**src/adv_timer_pkg.sv**
```systemverilog
package adv_timer_pkg;

  // Register byte addresses.
  localparam logic [7:0] MASK_OFFSET        = 8'h0c;
  localparam logic [7:0] STATUS_OFFSET      = 8'h10;
  localparam logic [7:0] CH12_MODE_OFFSET   = 8'h18;
  localparam logic [7:0] CH34_MODE_OFFSET   = 8'h1c;
  localparam logic [7:0] ENABLE_OFFSET      = 8'h20;
  localparam logic [7:0] COUNTER_OFFSET     = 8'h24;
  localparam logic [7:0] DIVIDER_OFFSET     = 8'h28;
  localparam logic [7:0] RELOAD_OFFSET      = 8'h2c;
  localparam logic [7:0] REPEAT_OFFSET      = 8'h30;
  localparam logic [7:0] CH1_VALUE_OFFSET   = 8'h34;
  localparam logic [7:0] CH2_VALUE_OFFSET   = 8'h38;
  localparam logic [7:0] CH3_VALUE_OFFSET   = 8'h3c;
  localparam logic [7:0] OUT_CTRL_OFFSET    = 8'h44;

  // Reset values.
  localparam logic [15:0] RELOAD_RESET      = 16'hffff;
  localparam logic [15:0] ZERO16            = 16'h0000;

  // Writable bits of the enable register; bits 15:14 stay zero.
  localparam logic [15:0] ENABLE_WMASK      = 16'h3fff;
  localparam logic [15:0] POLARITY_BITS     = 16'h2aaa;

  // Field positions.
  localparam int LEVEL_BIT                  = 16;
  localparam int GATE_BIT                   = 0;
  localparam int IDLE_OFF_BIT               = 1;
  localparam int RUN_OFF_BIT                = 2;
  localparam int IDLE_LEVEL_LSB             = 3;
  localparam int CIDLE_LEVEL_LSB            = 7;
  localparam int LOCK_LSB                   = 8;

  // Direction select encodings.
  localparam logic [1:0] DIR_OUTPUT         = 2'h0;
  localparam logic [1:0] DIR_OWN_PIN        = 2'h1;
  localparam logic [1:0] DIR_PAIR_PIN       = 2'h2;
  localparam logic [1:0] DIR_TRIGGER        = 2'h3;

  // Output modes.
  localparam logic [2:0] MODE_FREEZE        = 3'h0;
  localparam logic [2:0] MODE_SET_MATCH     = 3'h1;
  localparam logic [2:0] MODE_CLR_MATCH     = 3'h2;
  localparam logic [2:0] MODE_TOGGLE        = 3'h3;
  localparam logic [2:0] MODE_FORCE_LOW     = 3'h4;
  localparam logic [2:0] MODE_FORCE_HIGH    = 3'h5;
  localparam logic [2:0] MODE_PWM1          = 3'h6;
  localparam logic [2:0] MODE_PWM2          = 3'h7;

  localparam logic [1:0] LOCK_LEVEL2        = 2'h2;
  localparam logic [1:0] LOCK_LEVEL3        = 2'h3;

  // One channel byte of a mode control register, both layouts.
  typedef struct packed {
    logic       clear_enable;
    logic [2:0] output_mode;
    logic       preload_enable;
    logic       fast_enable;
    logic [3:0] input_filter;
    logic [1:0] capture_divider;
    logic [1:0] channel_direction_select;
  } chan_cfg_t;

  typedef struct packed {
    logic [7:0]  address;
    logic [31:0] data;
    logic        write;
    logic        read;
  } bus_req_t;

endpackage

```
**src/advanced_timer_channel_regs.sv**
```systemverilog
`timescale 1ns/1ns
module advanced_timer_channel_regs (
  input  wire logic        i_clock,
  input  wire logic        i_rst,
  input  wire logic [7:0]  i_address,
  input  wire logic [31:0] i_write_data,
  input  wire logic        i_write,
  input  wire logic        i_read,
  output logic      [31:0] o_read_data,
  input  wire logic [3:0]  i_channel_pin,
  input  wire logic        i_trigger_source,
  input  wire logic        i_external_clear,
  output logic      [3:0]  o_channel_out,
  output logic      [3:0]  o_channel_oe,
  output logic      [2:0]  o_complement_out,
  output logic      [2:0]  o_complement_oe,
  output logic             o_update_event,
  output logic             o_irq
);

  ////////////////////////////////////////////////////////////////////////////
  adv_timer_pkg::bus_req_t req;
  logic [15:0] mode12_reg;
  logic [15:0] mode34_reg;
  logic [15:0] enable_reg;
  logic [15:0] counter_reg;
  logic [15:0] divider_reg;
  logic [15:0] divcount_reg;
  logic [15:0] reload_reg;
  logic [7:0]  repeat_reg;
  logic [7:0]  repcount_reg;
  logic [15:0] preload_reg [0:2];
  logic [15:0] active_reg  [0:2];
  logic [2:0]  level_reg;
  logic [13:0] outctrl_reg;
  logic        lock_written_reg;
  logic [4:0]  status_reg;
  logic [4:0]  mask_reg;
  logic [3:0]  filt_reg;
  logic [3:0]  filtcnt_reg [0:3];
  logic [3:0]  prev_reg;
  logic [2:0]  edgecnt_reg [0:3];
  logic [3:0]  ref_reg;
  logic [3:0]  sel_level;
  logic [3:0]  edge_hit;
  logic [3:0]  capture;
  logic        tick;
  logic        wrap;
  logic        update;
  logic [1:0]  lock_level;
  adv_timer_pkg::chan_cfg_t cfg [0:3];

  assign req.address = i_address;
  assign req.data    = i_write_data;
  assign req.write   = i_write;
  assign req.read    = i_read;
  assign lock_level  = outctrl_reg[adv_timer_pkg::LOCK_LSB +: 2];

  function automatic adv_timer_pkg::chan_cfg_t decode(input logic [7:0] b);
    adv_timer_pkg::chan_cfg_t c;
    c.clear_enable             = b[7];
    c.output_mode              = b[6:4];
    c.preload_enable           = b[3];
    c.fast_enable              = b[2];
    c.input_filter             = b[7:4];
    c.capture_divider          = b[3:2];
    c.channel_direction_select = b[1:0];
    return c;
  endfunction

  function automatic logic wr_hit(input adv_timer_pkg::bus_req_t r, input logic [7:0] off);
    return r.write && (r.address == off);
  endfunction

  // Keeps a channel's direction bits while it is enabled.
  function automatic logic [15:0] mode_write(input logic [15:0] old, input logic [15:0] nw,
                                             input logic en_lo, input logic en_hi);
    logic [15:0] v;
    v = nw;
    if (en_lo) begin
      v[1:0] = old[1:0];
    end
    if (en_hi) begin
      v[9:8] = old[9:8];
    end
    return v;
  endfunction

  always_comb begin
    cfg[0] = decode(mode12_reg[7:0]);
    cfg[1] = decode(mode12_reg[15:8]);
    cfg[2] = decode(mode34_reg[7:0]);
    cfg[3] = decode(mode34_reg[15:8]);
  end

  ////////////////////////////////////////////////////////////////////////////
  // Mode, enable and output-stage registers.
  always_ff @(posedge i_clock) begin
    if (i_rst) begin
      mode12_reg <= adv_timer_pkg::ZERO16;
      mode34_reg <= adv_timer_pkg::ZERO16;
    end else if (lock_level != adv_timer_pkg::LOCK_LEVEL3) begin
      if (wr_hit(req, adv_timer_pkg::CH12_MODE_OFFSET)) begin
        mode12_reg <= mode_write(mode12_reg, req.data[15:0], enable_reg[0], enable_reg[4]);
      end
      if (wr_hit(req, adv_timer_pkg::CH34_MODE_OFFSET)) begin
        mode34_reg <= mode_write(mode34_reg, req.data[15:0], enable_reg[8], enable_reg[12]);
      end
    end
  end

  always_ff @(posedge i_clock) begin
    if (i_rst) begin
      enable_reg <= adv_timer_pkg::ZERO16;
    end else if (wr_hit(req, adv_timer_pkg::ENABLE_OFFSET)) begin
      if (lock_level >= adv_timer_pkg::LOCK_LEVEL2) begin
        enable_reg <= ((req.data[15:0] & ~adv_timer_pkg::POLARITY_BITS) |
                       (enable_reg & adv_timer_pkg::POLARITY_BITS)) & adv_timer_pkg::ENABLE_WMASK;
      end else begin
        enable_reg <= req.data[15:0] & adv_timer_pkg::ENABLE_WMASK;
      end
    end
  end

  // The protection level is write-once until reset.
  always_ff @(posedge i_clock) begin
    if (i_rst) begin
      outctrl_reg      <= 14'h0000;
      lock_written_reg <= 1'b0;
    end else if (wr_hit(req, adv_timer_pkg::OUT_CTRL_OFFSET)) begin
      outctrl_reg[7:0] <= req.data[7:0];
      outctrl_reg[13:10] <= req.data[13:10];
      if (!lock_written_reg) begin
        outctrl_reg[9:8] <= req.data[9:8];
        lock_written_reg <= 1'b1;
      end
    end
  end

  ////////////////////////////////////////////////////////////////////////////
  // Time base.
  always_ff @(posedge i_clock) begin
    if (i_rst) begin
      divider_reg <= adv_timer_pkg::ZERO16;
      reload_reg  <= adv_timer_pkg::RELOAD_RESET;
      repeat_reg  <= 8'h00;
    end else begin
      if (wr_hit(req, adv_timer_pkg::DIVIDER_OFFSET)) begin
        divider_reg <= req.data[15:0];
      end
      if (wr_hit(req, adv_timer_pkg::RELOAD_OFFSET)) begin
        reload_reg <= req.data[15:0];
      end
      if (wr_hit(req, adv_timer_pkg::REPEAT_OFFSET)) begin
        repeat_reg <= req.data[7:0];
      end
    end
  end

  assign tick = (divcount_reg == divider_reg);
  assign wrap = tick && (reload_reg != adv_timer_pkg::ZERO16) && (counter_reg == reload_reg);
  assign update = wrap && (repcount_reg == 8'h00);

  always_ff @(posedge i_clock) begin
    if (i_rst) begin
      divcount_reg <= adv_timer_pkg::ZERO16;
    end else if (tick) begin
      divcount_reg <= adv_timer_pkg::ZERO16;
    end else begin
      divcount_reg <= divcount_reg + 16'h0001;
    end
  end

  always_ff @(posedge i_clock) begin
    if (i_rst) begin
      counter_reg <= adv_timer_pkg::ZERO16;
    end else if (wr_hit(req, adv_timer_pkg::COUNTER_OFFSET)) begin
      counter_reg <= req.data[15:0];
    end else if (tick && (reload_reg != adv_timer_pkg::ZERO16)) begin
      if (counter_reg == reload_reg) begin
        counter_reg <= adv_timer_pkg::ZERO16;
      end else begin
        counter_reg <= counter_reg + 16'h0001;
      end
    end
  end

  always_ff @(posedge i_clock) begin
    if (i_rst) begin
      repcount_reg <= 8'h00;
    end else if (update) begin
      repcount_reg <= repeat_reg;
    end else if (wrap) begin
      repcount_reg <= repcount_reg - 8'h01;
    end
  end

  always_ff @(posedge i_clock) begin
    if (i_rst) begin
      o_update_event <= 1'b0;
    end else begin
      o_update_event <= update;
    end
  end

  ////////////////////////////////////////////////////////////////////////////
  // Input path: filter, source select, edge and capture divider.
  always_ff @(posedge i_clock) begin
    if (i_rst) begin
      filt_reg <= 4'h0;
      for (int c = 0; c < 4; c++) begin
        filtcnt_reg[c] <= 4'h0;
      end
    end else begin
      for (int c = 0; c < 4; c++) begin
        if (i_channel_pin[c] == filt_reg[c]) begin
          filtcnt_reg[c] <= 4'h0;
        end else if (filtcnt_reg[c] >= cfg[c].input_filter) begin
          filt_reg[c]    <= i_channel_pin[c];
          filtcnt_reg[c] <= 4'h0;
        end else begin
          filtcnt_reg[c] <= filtcnt_reg[c] + 4'h1;
        end
      end
    end
  end

  always_comb begin
    for (int c = 0; c < 4; c++) begin
      case (cfg[c].channel_direction_select)
        adv_timer_pkg::DIR_OWN_PIN:  sel_level[c] = filt_reg[c];
        adv_timer_pkg::DIR_PAIR_PIN: sel_level[c] = filt_reg[c ^ 1];
        adv_timer_pkg::DIR_TRIGGER:  sel_level[c] = i_trigger_source;
        default:                     sel_level[c] = 1'b0;
      endcase
      // Polarity inverts the signal, so a rising edge of it is a falling pin edge.
      edge_hit[c] = (sel_level[c] ^ enable_reg[4*c+1]) && !prev_reg[c] &&
                    (cfg[c].channel_direction_select != adv_timer_pkg::DIR_OUTPUT) &&
                    enable_reg[4*c];
      capture[c]  = edge_hit[c] && (edgecnt_reg[c] == ((3'h1 << cfg[c].capture_divider) - 3'h1));
    end
  end

  always_ff @(posedge i_clock) begin
    if (i_rst) begin
      prev_reg <= 4'h0;
      for (int c = 0; c < 4; c++) begin
        edgecnt_reg[c] <= 3'h0;
      end
    end else begin
      for (int c = 0; c < 4; c++) begin
        prev_reg[c] <= sel_level[c] ^ enable_reg[4*c+1];
        if (!enable_reg[4*c] || capture[c]) begin
          edgecnt_reg[c] <= 3'h0;
        end else if (edge_hit[c]) begin
          edgecnt_reg[c] <= edgecnt_reg[c] + 3'h1;
        end
      end
    end
  end

  ////////////////////////////////////////////////////////////////////////////
  // Channel value registers; a capture wins over a software write.
  always_ff @(posedge i_clock) begin
    if (i_rst) begin
      level_reg <= 3'h0;
      for (int c = 0; c < 3; c++) begin
        preload_reg[c] <= adv_timer_pkg::ZERO16;
        active_reg[c]  <= adv_timer_pkg::ZERO16;
      end
    end else begin
      for (int c = 0; c < 3; c++) begin
        if (capture[c]) begin
          preload_reg[c] <= counter_reg;
          active_reg[c]  <= counter_reg;
          level_reg[c]   <= sel_level[c];
        end else begin
          if (wr_hit(req, adv_timer_pkg::CH1_VALUE_OFFSET + 8'(4 * c))) begin
            preload_reg[c] <= req.data[15:0];
            if (!cfg[c].preload_enable ||
                cfg[c].channel_direction_select != adv_timer_pkg::DIR_OUTPUT) begin
              active_reg[c] <= req.data[15:0];
            end
          end else if (update) begin
            active_reg[c] <= preload_reg[c];
          end
        end
      end
    end
  end

  ////////////////////////////////////////////////////////////////////////////
  // Output reference signals. Channel 4 compares against zero.
  always_ff @(posedge i_clock) begin
    if (i_rst) begin
      ref_reg <= 4'h0;
    end else begin
      for (int c = 0; c < 4; c++) begin
        logic [15:0] cmp;
        logic        hit;
        cmp = (c < 3) ? active_reg[c] : adv_timer_pkg::ZERO16;
        hit = (counter_reg == cmp);
        if (cfg[c].clear_enable && i_external_clear) begin
          ref_reg[c] <= 1'b0;
        end else begin
          case (cfg[c].output_mode)
            adv_timer_pkg::MODE_FREEZE:     ref_reg[c] <= ref_reg[c];
            adv_timer_pkg::MODE_SET_MATCH:  ref_reg[c] <= hit ? 1'b1 : ref_reg[c];
            adv_timer_pkg::MODE_CLR_MATCH:  ref_reg[c] <= hit ? 1'b0 : ref_reg[c];
            adv_timer_pkg::MODE_TOGGLE:     ref_reg[c] <= hit ? ~ref_reg[c] : ref_reg[c];
            adv_timer_pkg::MODE_FORCE_LOW:  ref_reg[c] <= 1'b0;
            adv_timer_pkg::MODE_FORCE_HIGH: ref_reg[c] <= 1'b1;
            adv_timer_pkg::MODE_PWM1:       ref_reg[c] <= (counter_reg < cmp);
            adv_timer_pkg::MODE_PWM2:       ref_reg[c] <= (counter_reg >= cmp);
            default:                        ref_reg[c] <= 1'b0;
          endcase
        end
      end
    end
  end

  // Pin stage: enable, main gate, off-state selects and idle levels.
  always_ff @(posedge i_clock) begin
    if (i_rst) begin
      o_channel_out    <= 4'h0;
      o_channel_oe     <= 4'h0;
      o_complement_out <= 3'h0;
      o_complement_oe  <= 3'h0;
    end else begin
      for (int c = 0; c < 4; c++) begin
        logic is_out;
        logic pol;
        is_out = (cfg[c].channel_direction_select == adv_timer_pkg::DIR_OUTPUT);
        pol    = enable_reg[4*c+1];
        if (!is_out) begin
          o_channel_oe[c]  <= 1'b0;
          o_channel_out[c] <= 1'b0;
        end else if (!outctrl_reg[adv_timer_pkg::GATE_BIT]) begin
          o_channel_oe[c]  <= outctrl_reg[adv_timer_pkg::IDLE_OFF_BIT];
          o_channel_out[c] <= outctrl_reg[adv_timer_pkg::IDLE_LEVEL_LSB + c];
        end else if (enable_reg[4*c]) begin
          o_channel_oe[c]  <= 1'b1;
          o_channel_out[c] <= ref_reg[c] ^ pol;
        end else begin
          o_channel_oe[c]  <= outctrl_reg[adv_timer_pkg::RUN_OFF_BIT];
          o_channel_out[c] <= pol;
        end
        if (c < 3) begin
          if (!is_out) begin
            o_complement_oe[c]  <= 1'b0;
            o_complement_out[c] <= 1'b0;
          end else if (!outctrl_reg[adv_timer_pkg::GATE_BIT]) begin
            o_complement_oe[c]  <= outctrl_reg[adv_timer_pkg::IDLE_OFF_BIT];
            o_complement_out[c] <= outctrl_reg[adv_timer_pkg::CIDLE_LEVEL_LSB + 3 + c];
          end else if (enable_reg[4*c+2]) begin
            o_complement_oe[c]  <= 1'b1;
            o_complement_out[c] <= ~ref_reg[c] ^ enable_reg[4*c+3];
          end else begin
            o_complement_oe[c]  <= outctrl_reg[adv_timer_pkg::RUN_OFF_BIT];
            o_complement_out[c] <= enable_reg[4*c+3];
          end
        end
      end
    end
  end

  ////////////////////////////////////////////////////////////////////////////
  // Interrupt status: a read clears it, but a new event in that cycle survives.
  always_ff @(posedge i_clock) begin
    if (i_rst) begin
      status_reg <= 5'h00;
      mask_reg   <= 5'h00;
    end else begin
      status_reg <= ((req.read && req.address == adv_timer_pkg::STATUS_OFFSET) ? 5'h00 : status_reg) |
                    {capture, update};
      if (wr_hit(req, adv_timer_pkg::MASK_OFFSET)) begin
        mask_reg <= req.data[4:0];
      end
    end
  end

  assign o_irq = |(status_reg & mask_reg);

  ////////////////////////////////////////////////////////////////////////////
  // Read data, valid in the cycle after the read strobe.
  always_ff @(posedge i_clock) begin
    if (i_rst) begin
      o_read_data <= 32'h0000_0000;
    end else if (req.read) begin
      case (req.address)
        adv_timer_pkg::MASK_OFFSET:      o_read_data <= {27'h0, mask_reg};
        adv_timer_pkg::STATUS_OFFSET:    o_read_data <= {27'h0, status_reg};
        adv_timer_pkg::CH12_MODE_OFFSET: o_read_data <= {16'h0, mode12_reg};
        adv_timer_pkg::CH34_MODE_OFFSET: o_read_data <= {16'h0, mode34_reg};
        adv_timer_pkg::ENABLE_OFFSET:    o_read_data <= {16'h0, enable_reg};
        adv_timer_pkg::COUNTER_OFFSET:   o_read_data <= {16'h0, counter_reg};
        adv_timer_pkg::DIVIDER_OFFSET:   o_read_data <= {16'h0, divider_reg};
        adv_timer_pkg::RELOAD_OFFSET:    o_read_data <= {16'h0, reload_reg};
        adv_timer_pkg::REPEAT_OFFSET:    o_read_data <= {24'h0, repeat_reg};
        adv_timer_pkg::CH1_VALUE_OFFSET: o_read_data <= {15'h0, level_reg[0], preload_reg[0]};
        adv_timer_pkg::CH2_VALUE_OFFSET: o_read_data <= {15'h0, level_reg[1], preload_reg[1]};
        adv_timer_pkg::CH3_VALUE_OFFSET: o_read_data <= {15'h0, level_reg[2], preload_reg[2]};
        adv_timer_pkg::OUT_CTRL_OFFSET:  o_read_data <= {18'h0, outctrl_reg};
        default:                         o_read_data <= 32'h0000_0000;
      endcase
    end else begin
      o_read_data <= 32'h0000_0000;
    end
  end

endmodule // advanced_timer_channel_regs

```
**config.mk**
```make
export PLATFORM = sky130hd
export DESIGN_NAME = advanced_timer_channel_regs
export DESIGN_NICKNAME = d
export VERILOG_FILES = /design/src/adv_timer_pkg.sv /design/src/advanced_timer_channel_regs.sv
export SDC_FILE = /design/constraint.sdc
export NUM_CORES = 1
export LEC_CHECK = 0
export BUFFER_PORTS_ARGS = -buffer_cell sky130_fd_sc_hd__buf_2
export CAP_MARGIN = 10
export CELL_PAD_IN_SITES_DETAIL_PLACEMENT = 2
export CELL_PAD_IN_SITES_GLOBAL_PLACEMENT = 2
export CORE_ASPECT_RATIO = 1.2
export CORE_MARGIN = 1.5
export CORE_UTILIZATION = 25
export DETAILED_ROUTE_END_ITERATION = 10
export PLACE_DENSITY = 0.56
export RECOVER_POWER = 25
export SYNTH_ARGS = -nofsm -noshare
export SYNTH_HDL_FRONTEND = slang
export SYNTH_SLANG_ARGS = --single-unit
```
**constraint.sdc**
```tcl
create_clock -name i_clock -period 3.2 [get_ports i_clock]
set_clock_uncertainty 0.05 [all_clocks]
set_input_delay 0.64 -clock i_clock [delete_from_list [all_inputs] [get_ports i_clock]]
set_output_delay 0.64 -clock i_clock [all_outputs]
set_load 0.005 [all_outputs]
```
==> reports/results.txt, run 1 <==
status = finished, final reports clean
Die Footprint = 72820 µm²
cts hold-fix bufs = 0
DR WL/cell = 27.97 µm
clock slew at reported path FFs = 60 ps
Leak Pwr = 7.726 nW
Placed Instances = 2983
Starting Density = 0.2518
Layout Nets = 2226
DR top layer = met4
CP max FO = 23
core area = 70690 µm²
clk sinks = 322
Met2 Wirelength = 41960 µm
maxcap violations = 0
largest cells by area after synthesis = dfxtp_1 22%, edfxtp_1 21%, ha_1 5.3%
first-pass GRT wire length = 123400 µm
Setup WS pre-CTS = -52.32 ps
CTS root buffer = clkbuf_16
Storage cell area = 7689 µm²
Cell variety after synth = 74
Primary FF master, synth = dfxtp_1
WL final = 85520 µm
fin worst setup slack = 141.1 ps
Tcrit/Tclk final = 0.9559
First DRT Iteration DRCs = 1145
synth cell count leaders = 238 x nor2_1, 215 x nand2_1, 198 x dfxtp_1
crit path kind = reg -> reg
sequential area share after synthesis = 0.4319
initial antenna violation count = 0
Mapped Avg Cell Area = 9.004 µm²
TritonCTS clock tree = yes
Detailed Place HPWL = 63060 µm
Max rail drop VDD = 0.2955 mV
vias per inst = 5.375
CTS H-tree lvls = 2
port bufs = 66
Final setup violation count = 0
largest net degree at the start of global routing = 64
max-slew violation count = 0
Max clock buf depth = 3
CTS Buf Count = 41
Max Fclk = 326.9 MHz
DRC violations left = 0
Synthesis Warnings = 0
Rows = 107
total vias in the final route = 16438
GR Overflow Total = 0
transition time of the tightest slew-check pin = 1160 ps
synthesized area = 17800 µm²
GRT Total Usage = 0.2346
Post-synth EDFFs = 124
register bit total from synthesis = 322
Fill cells = 7934
startpoint types = flip-flop
ANT nets after route = 0
normalized max-slew margin = 0.2267
CP arrival = 3380 ps
area occupied by multi-input gates = 9245 µm²
num ports = 98
CP required = 3520 ps
non-filler cells, final = 3058
Synth area leader = dfxtp_1
CTS resizes = 0
Pwr Density = 452.1 nW/µm²
Async SR Flop Fraction = 0
die width = 246.6 µm
DR WL met3 = 3279 µm
GPL Wtd Cong = 0.8692
Setup Fix Bufs, Post-CTS = 0
clock insertion delay at the later pin of the skew report = 580 ps
most frequent cell after synthesis = nor2_1
die span in y = 295.3 µm
RSZ-0062 raised after global routing = no
Pre-Repair DR Iteration Count = 6
critical path endpoint category = flip-flop
Syn Inst Count = 1977
Layout area overhead = 19.10%
top cell type's share of synthesized area = 0.2227
share of layout cells above drive strength 1 = 0.1258
final hold vios = 0
number of global-route vias before repair = 17424
worst hold path class = in -> reg
minimum clock period = 3059 ps
wl on met1 = 36890 µm
[placed cells by master (no fill, tap or decap), drive strengths merged, types with 6 or more instances in the layout]
cell / netlist / routed
nor2: 241 / 241
nand2: 216 / 216
dfxtp: 198 / 198
buf: 56 / 167
a21oi: 129 / 129
edfxtp: 124 / 124
nand3: 110 / 110
clkbuf: 97 / 100
mux2i: 92 / 92
inv: 78 / 81
ha: 76 / 76
o21ai: 61 / 61
xnor2: 59 / 59
a211oi: 45 / 45
a22oi: 39 / 39
a221oi: 32 / 32
and3: 31 / 31
conb: 2 / 31
nor3: 29 / 29
nand4: 26 / 26
a21o: 22 / 22
a22o: 20 / 20
a31oi: 19 / 19
xor2: 18 / 18
nor4: 14 / 14
o21a: 13 / 13
nor3b: 11 / 11
o211ai: 11 / 11
nand2b: 11 / 11
nor2b: 11 / 11
a222oi: 11 / 11
o31ai: 10 / 10
clkinv: 1 / 8
or3: 6 / 6
[cells by family after synthesis]
| family | Yosys count | synth area share |
|---|---|---|
| XOR/XNOR | 77 | 0.03789 |
| multiplexers | 94 | 0.05300 |
| AO/OA/AOI/OAI | 435 | 0.1676 |
| other | 2 | 0.0004219 |
| AND/OR/NAND/NOR | 739 | 0.1984 |
| flip-flops | 322 | 0.4319 |
| buffers and inverters | 232 | 0.05750 |
| adder cells (fa/ha/maj) | 76 | 0.05342 |
[final timing paths]
kind / from / to / slack, ps / cells past startpoint
hold reg to reg: outctrl_reg[13]$_SDFFE_PP0P_ / outctrl_reg[13]$_SDFFE_PP0P_ / 410 / 2
hold / removal: i_channel_pin[1] / filt_reg[1]$_SDFFE_PP0P_ / 280 / 3
setup reg to reg: repcount_reg[0]$_SDFFE_PP0P_ / active_reg[0][0]$_SDFFCE_PP0P_ / 140 / 10
setup / recovery: repcount_reg[0]$_SDFFE_PP0P_ / active_reg[0][0]$_SDFFCE_PP0P_ / 140 / 10
[through the flow]
step,cell area (µm²),power (mW),hold slack [ps],setup TNS (ps),util
final,21200,9.585,279.4,0,0.2999
after global routing,21200,9.876,304.9,0,0.2999
after CTS,21280,9.705,261.8,0,0.3010
after detailed placement,19980,5.057,401.4,-100.7,0.2827
after global placement,19980,5.039,395.2,0,0.2827
after floorplan,17910,4.735,385.3,0,-
[layout make-up]
cell class / count / share of cell area
tap: 926 / 0.05465
sequential: 322 / 0.3627
clock buffer: 63 / 0.05707
multi-input combinational: 1452 / 0.4361
antenna: 1 / 0.0001180
inverter: 79 / 0.01399
timing repair buffer: 204 / 0.07141
clock inverter: 11 / 0.004013
[where the power goes]
part	internal [mW]	switching, mW	total [mW]
logic	0.161	0.420	0.581
clock network	2.68	1.94	4.62
registers	4.32	0.0710	4.39
total	7.16	2.43	9.58
[worst max-delay path, stage by stage (launching register included)]
cell      delay [ps]
dfxtp_1          330
inv_1            100
ha_1             180
or3b_1           460
nor3_4           280
nand4_2          310
a311oi_2         440
nor4_4            70
buf_12           180
buf_12           170
a211oi_1         260
[routing by layer]
layer | track usage | up-vias
met5 | 0 | -
met4 | 0.09369 | 0
met3 | 0.02369 | 134
met2 | 0.4079 | 412
met1 | 0.2963 | 8566
li1 | - | 7326
Note: power is estimated with default switching activity, not from simulation.
==> run 2: changes to the inputs <==
==> constraint.sdc (replaced) <==
create_clock -name i_clock -period 3.2 [get_ports i_clock]
set_clock_uncertainty 0.05 [all_clocks]
set_input_delay 0.16 -clock i_clock [delete_from_list [all_inputs] [get_ports i_clock]]
set_output_delay 0.16 -clock i_clock [all_outputs]
set_load 0.005 [all_outputs]
==> run 2 against run 1 <==
Compared with the run above: sequential power is essentially flat; via count fell by 1.2%; cell count decreased by 1.3%; register-to-register slack got worse by 20 ps; critical endpoint is now o_read_data[6]$_SDFF_PP0_; largest cell class unchanged; largest power group unchanged.
==> reports/results.txt, run 2 (synthesis results as in run 1) <==
status = finished, final reports clean
DRC violations left = 0 (unchanged)
Setup Fix Bufs, Post-CTS = 0 (unchanged)
transition time of the tightest slew-check pin = 1490 ps (+329.8 ps)
CTS Buf Count = 41 (unchanged)
die span in y = 295.3 µm (unchanged)
Detailed Place HPWL = 61410 µm (-2.6%)
CP arrival = 3450 ps (+70 ps)
commonest non-fill, non-tap cell in the layout = nor2_1
num ports = 98 (unchanged)
Fill cells = 7979 (+0.57%)
initial antenna violation count = 1 (+1)
worst r2r src = counter_reg[11]$_SDFFE_PP0P_
Die Footprint = 72820 µm² (unchanged)
share of layout cells above drive strength 1 = 0.1090 (-0.01678)
GRT Total Usage = 0.2295 (-0.005112)
Pwr Density = 457.9 nW/µm² (+1.3%)
vias per inst = 5.380 (about the same)
setup slack, reg-to-reg = 120 ps (-20 ps)
First DRT Iteration DRCs = 1159 (+1.2%)
first-pass GRT wire length = 121000 µm (-2.0%)
Max clock buf depth = 3 (unchanged)
Max Fclk = 324.7 MHz (-0.67%)
Worst Setup EP = o_read_data[6]$_SDFF_PP0_
final hold vios = 0 (unchanged)
CP required = 3570 ps (+50 ps)
maxcap violations = 0 (unchanged)
crit path kind = in -> reg
TritonCTS clock tree = yes
Placed Instances = 2943 (-1.3%)
CTS root buffer = clkbuf_16
core area = 70690 µm² (unchanged)
Layout area overhead = 16.97%
Layout Nets = 2193 (-1.5%)
RSZ-0062 raised after global routing = no
Max rail drop VDD = 0.2726 mV (-7.7%)
non-filler cells, final = 3019 (-1.3%)
CP max FO = 22 (-4.3%)
Leak Pwr = 7.505 nW (-2.9%)
max-slew violation count = 0 (unchanged)
Pre-Repair DR Iteration Count = 5 (-1)
clock slew at reported path FFs = 60 ps (about the same)
most frequent cells in the layout = 233 x nor2_1, 215 x nand2_1, 198 x dfxtp_1, 129 x a21oi_1, 124 x edfxtp_1
GR Overflow Total = 0 (unchanged)
Final setup violation count = 0 (unchanged)
die width = 246.6 µm (unchanged)
critical path endpoint category = flip-flop
FF-to-FF End = active_reg[1][7]$_SDFFCE_PP0P_
normalized max-slew margin = 0.006861 (-0.2199)
port bufs = 66 (unchanged)
R2R depth = 9 (-1)
total vias in the final route = 16242 (-1.2%)
Tcrit/Tclk final = 0.9623 (+0.006434)
Rows = 107 (unchanged)
largest net degree at the start of global routing = 54 (-16%)
crit path launch = i_address[4]
clk sinks = 322 (unchanged)
number of global-route vias before repair = 17050 (-2.1%)
CTS H-tree lvls = 2 (unchanged)
WL final = 83580 µm (-2.3%)
hold_sp = i_write_data[0]
minimum clock period = 3079 ps (+20.59 ps)
DR WL/cell = 27.68 µm (-1.0%)
final setup TNS = 0 ps (unchanged)
clock insertion delay at the later pin of the skew report = 570 ps (about the same)
GPL Wtd Cong = 0.8516 (-2.0%)
startpoint types = primary input
worst hold path class = in -> reg
Starting Density = 0.2518 (unchanged)
ANT nets after route = 0 (unchanged)
run 2: cell count changes in the layout (fill, tap and decap cells not counted), moves of 2 or more:
cell	delta
buf_12	-10
buf_4	-31
clkinv_1	-3
inv_6	-2
nor2_1	-2
buf_2	-2
clkinv_2	+3
dlygate4sd3_1	+7
run 2: cell type report:
type,instances,area [µm²],area share
Antenna cell,1,2.502,0.0001202
Clock buffer,58,1170,0.05619
Clock inverter,10,102.6,0.004928
Inverter,79,296.5,0.01424
Multi-Input combinational cell,1452,9251,0.4443
Sequential cell,322,7687,0.3692
Tap cell,926,1159,0.05565
Timing Repair Buffer,171,1152,0.05535
run 2: repair_timing:
item | 4_1_cts | 5_1_grt
endpoints found under the hold margin | 10 | 0
hold buffers | 7 | 0
setup endpoints to repair | 0 | 43
resized for setup | 0 | 2
run 2: critical path, stage by stage:
cell,delay (ps)
clkbuf_1,150
or4b_1,740
nor2_1,150
clkbuf_1,1090
a22oi_1,430
and3_1,310
a21oi_1,390
run 2: layer usage:
metal  track usage  vias up  routed length [µm]
met3       0.02578      107                3495
met2        0.3947      435               40660
met4       0.07927        0                2966
li1              -     7250                   -
met5             0        -                   0
met1        0.2964     8450               36460
run 2: how the worst min path moves through the flow:
stage	slack, ps	cells after the start	endpoint
2_1_floorplan	210	1	ref_reg[3]$_SDFFE_PP0P_
3_3_place_gp	380	3	filt_reg[3]$_SDFFE_PP0P_
3_5_place_dp	400	3	filt_reg[1]$_SDFFE_PP0P_
4_1_cts	60	3	mode34_reg[15]$_SDFFE_PP0P_
5_1_grt	60	3	mode34_reg[15]$_SDFFE_PP0P_
6_report	80	3	mode34_reg[0]$_SDFFE_PP0P_
run 2: metrics by stage:
step	power (mW)	instance area (µm²)	setup slack, ps	hold slack (ps)	util
floorplan	4.735	17910	388.1	211.5	-
global placement	5.028	19570	229.5	377.4	0.2768
detailed placement	5.044	19570	163.3	398.2	0.2768
CTS	9.652	20910	87.60	58.18	0.2958
global route	9.841	20820	25.82	59.51	0.2945
finish	9.534	20820	120.5	80.36	0.2946
run 2: power by group:
group          switching (mW)  internal, mW  leakage, nW
clock network            1.89          2.69        0.629
registers              0.0712          4.32         2.89
logic                   0.418         0.158         3.98
total                    2.38          7.16         7.50
==> run 3: changes to the inputs <==
Settings changed: BUFFER_PORTS_ARGS -buffer_cell sky130_fd_sc_hd__buf_2 to -buffer_cell sky130_fd_sc_hd__clkbuf_2.
==> run 3 against run 2 <==
Compared with the run above: the run now ends with max-capacitance violations, max-slew violations left; wire length is 1.5% higher; setup slack lost 44 ps; flip-flop and latch count stayed put; non-clock buffer count up 6; critical path depth is the same; clock power increased by 11%; count of clock-buffer cells in the layout up 2; sequential share of layout area is 0.34 points lower; largest cell class unchanged; largest power group unchanged; highest routed layer unchanged.
==> reports/results.txt, run 3 (synthesis results as in run 1) <==
combinational power share = 0.059 (about the same)
Layout area overhead = 18.06%
Setup Fix Bufs, Post-CTS = 0 (unchanged)
FF-to-FF End = preload_reg[2][11]$_DFFE_PP_
core area = 70690 µm² (unchanged)
Pre-Repair DR Iteration Count = 5 (unchanged)
num ports = 98 (unchanged)
Max clock buf depth = 3 (unchanged)
Worst Hold Endpoint = reload_reg[8]$_SDFFE_PP1P_
Max Fclk = 320.1 MHz (-1.4%)
vias per inst = 5.370 (-0.18%)
critical path endpoint category = flip-flop
switching pwr = 2.485 mW (+4.6%)
crit path kind = in -> reg
maxcap violations = 1 (+1)
Detailed Place HPWL = 62070 µm (+1.1%)
CTS H-tree lvls = 2 (unchanged)
Max rail drop VDD = 0.2734 mV (+0.28%)
CTS Buf Count = 41 (unchanged)
CTS root buffer = clkbuf_16
GPL Wtd Cong = 0.8314 (-2.4%)
ANT nets after route = 0 (unchanged)
R2R depth = 9 (unchanged)
transition time of the tightest slew-check pin = 1634 ps (+144.2 ps)
max-slew violation count = 23 (+23)
final hold vios = 0 (unchanged)
Met2 Wirelength = 41270 µm (+1.5%)
CP max FO = 22 (unchanged)
part of the power in registers = 0.437 (-0.023)
design area = 21020 µm² (+0.93%)
Final setup violation count = 0 (unchanged)
total vias in the final route = 16283 (+0.25%)
DR WL met3 = 3044 µm (-13%)
startpoint types = primary input
Leak Pwr = 7.629 nW (+1.7%)
Layout Nets = 2199 (+0.27%)
port bufs = 66 (unchanged)
Tcrit/Tclk final = 0.9762 (+0.01382)
Fill cells = 7994 (+0.19%)
Pwr Density = 477.9 nW/µm² (+4.4%)
First DRT Iteration DRCs = 1247 (+7.6%)
GR Overflow Total = 0 (unchanged)
first-pass GRT wire length = 122200 µm (+1.0%)
worst hold path class = in -> reg
most frequent cells in the layout = 235 x nor2_1, 215 x nand2_1, 198 x dfxtp_1, 129 x a21oi_1, 124 x edfxtp_1
Starting Density = 0.2518 (unchanged)
die span in y = 295.3 µm (unchanged)
TritonCTS clock tree = yes
number of global-route vias before repair = 17101 (+0.30%)
normalized max-slew margin = -0.08926 (-0.09613)
Clock Power Share = 0.504 (+0.025)
Die Footprint = 72820 µm² (unchanged)
worst r2r src = mode12_reg[0]$_SDFFE_PP0P_
DP Area = 19600 µm² (+0.17%)
wl on met1 = 37220 µm (+2.1%)
hold_sp = i_write
minimum clock period = 3124 ps (+44.21 ps)
Sw Share = 0.2475 (-0.001663)
DRC violations left = 0 (unchanged)
clock slew at reported path FFs = 60 ps (about the same)
largest net degree at the start of global routing = 54 (unchanged)
clk sinks = 322 (unchanged)
commonest non-fill, non-tap cell in the layout = nor2_1
initial antenna violation count = 1 (unchanged)
CP arrival = 3500 ps (+50 ps)
DR top layer = met4
Int Pwr = 7.558 mW (+5.6%)
failing checks = max-capacitance violations, max-slew violations
DR WL/cell = 27.98 µm (+1.1%)
WL final = 84830 µm (+1.5%)
CP required = 3570 ps (about the same)
die width = 246.6 µm (unchanged)
status = finished with violations
clock insertion delay at the later pin of the skew report = 570 ps (about the same)
setup slack, reg-to-reg = 110 ps (about the same)
Rows = 107 (unchanged)
diode count = 0 (-1)
worst hold path depth = 4 (+1)
RSZ-0062 raised after global routing = no
final setup TNS = 0 ps (unchanged)
GRT Total Usage = 0.2325 (+0.003032)
share of layout cells above drive strength 1 = 0.1144 (+0.005448)
==> run 3: cell types whose count changed in the layout (fill, tap and decap cells not counted), moves of 4 or more <==
cell,before,now
clkbuf_2,0,41
buf_2,38,0
buf_4,77,86
clkbuf_1,50,42
clkinv_1,1,6
clkbuf_16,41,45
==> run 3: how the worst max path moves through the flow <==
stage                                       startpoint  slack, ps  cells past startpoint                             end
after detailed placement                  i_address[3]        150                      9  active_reg[0][1]$_SDFFCE_PP0P_
after global placement    counter_reg[14]$_SDFFE_PP0P_        210                      9  active_reg[1][5]$_SDFFCE_PP0P_
after CTS                   mode34_reg[3]$_SDFFE_PP0P_        160                      6     preload_reg[2][1]$_DFFE_PP_
after global routing        mode34_reg[3]$_SDFFE_PP0P_         10                      8     active_reg[2][14]$_DFFE_PP_
after floorplan           repcount_reg[0]$_SDFFE_PP0P_        390                      9  active_reg[1][0]$_SDFFCE_PP0P_
final                                     i_address[4]         80                      7       o_read_data[6]$_SDFF_PP0_
==> run 3: what timing repair did <==
item	CTS	global route
endpoints found under the setup margin	0	12
hold buffers	7	0
hold endpoints to repair	7	0
resized for setup	0	1
==> run 3: area by class of cell <==
class	count	area, µm²	area share
multi-input cells	1452	9226	0.4390
flip-flops and latches	322	7687	0.3658
clock buffers	60	1272	0.06055
repair buffers	177	1196	0.05692
well taps	926	1159	0.05513
inverters	79	296.5	0.01411
clock inverters	16	177.7	0.008454
==> run 3: per-layer routing <==
| metal | GRT usage | vias to the layer above |
|---|---|---|
| met2 | 0.4022 | 402 |
| met3 | 0.02397 | 123 |
| met1 | 0.2978 | 8485 |
| met4 | 0.08537 | 0 |
| met5 | 0 | - |
| li1 | - | 7273 |
==> run 3: worst max-delay path, stage by stage <==
cell and delay, ps:
clkbuf_2 120, or4b_1 720, nor2_1 150, clkbuf_1 1190
a22oi_1 440, and3_1 320, a21oi_1 390
==> run 3: metrics by stage <==
stage                     cells    util  power, mW  hold WS [ps]  setup slack [ps]
final                      3032  0.2973      10.04         114.4             76.30
after global routing       3032  0.2973      10.35         104.7             10.90
after CTS                  3032  0.2988      10.17         72.82             159.4
after detailed placement   2949  0.2773      5.056         397.8             154.8
after global placement     2949  0.2773      5.036         379.8             206.8
after floorplan            2006       -      4.735         211.5             388.1
==> run 3: power groups by stage <==
stage | Combinational (mW) | Clock (mW) | Sequential [mW]
global placement | 0.565 | 0 | 4.47
CTS | 0.593 | 5.20 | 4.38
detailed placement | 0.582 | 0 | 4.47
finish | 0.592 | 5.07 | 4.39
global route | 0.628 | 5.34 | 4.39
floorplan | 0.302 | 0 | 4.43
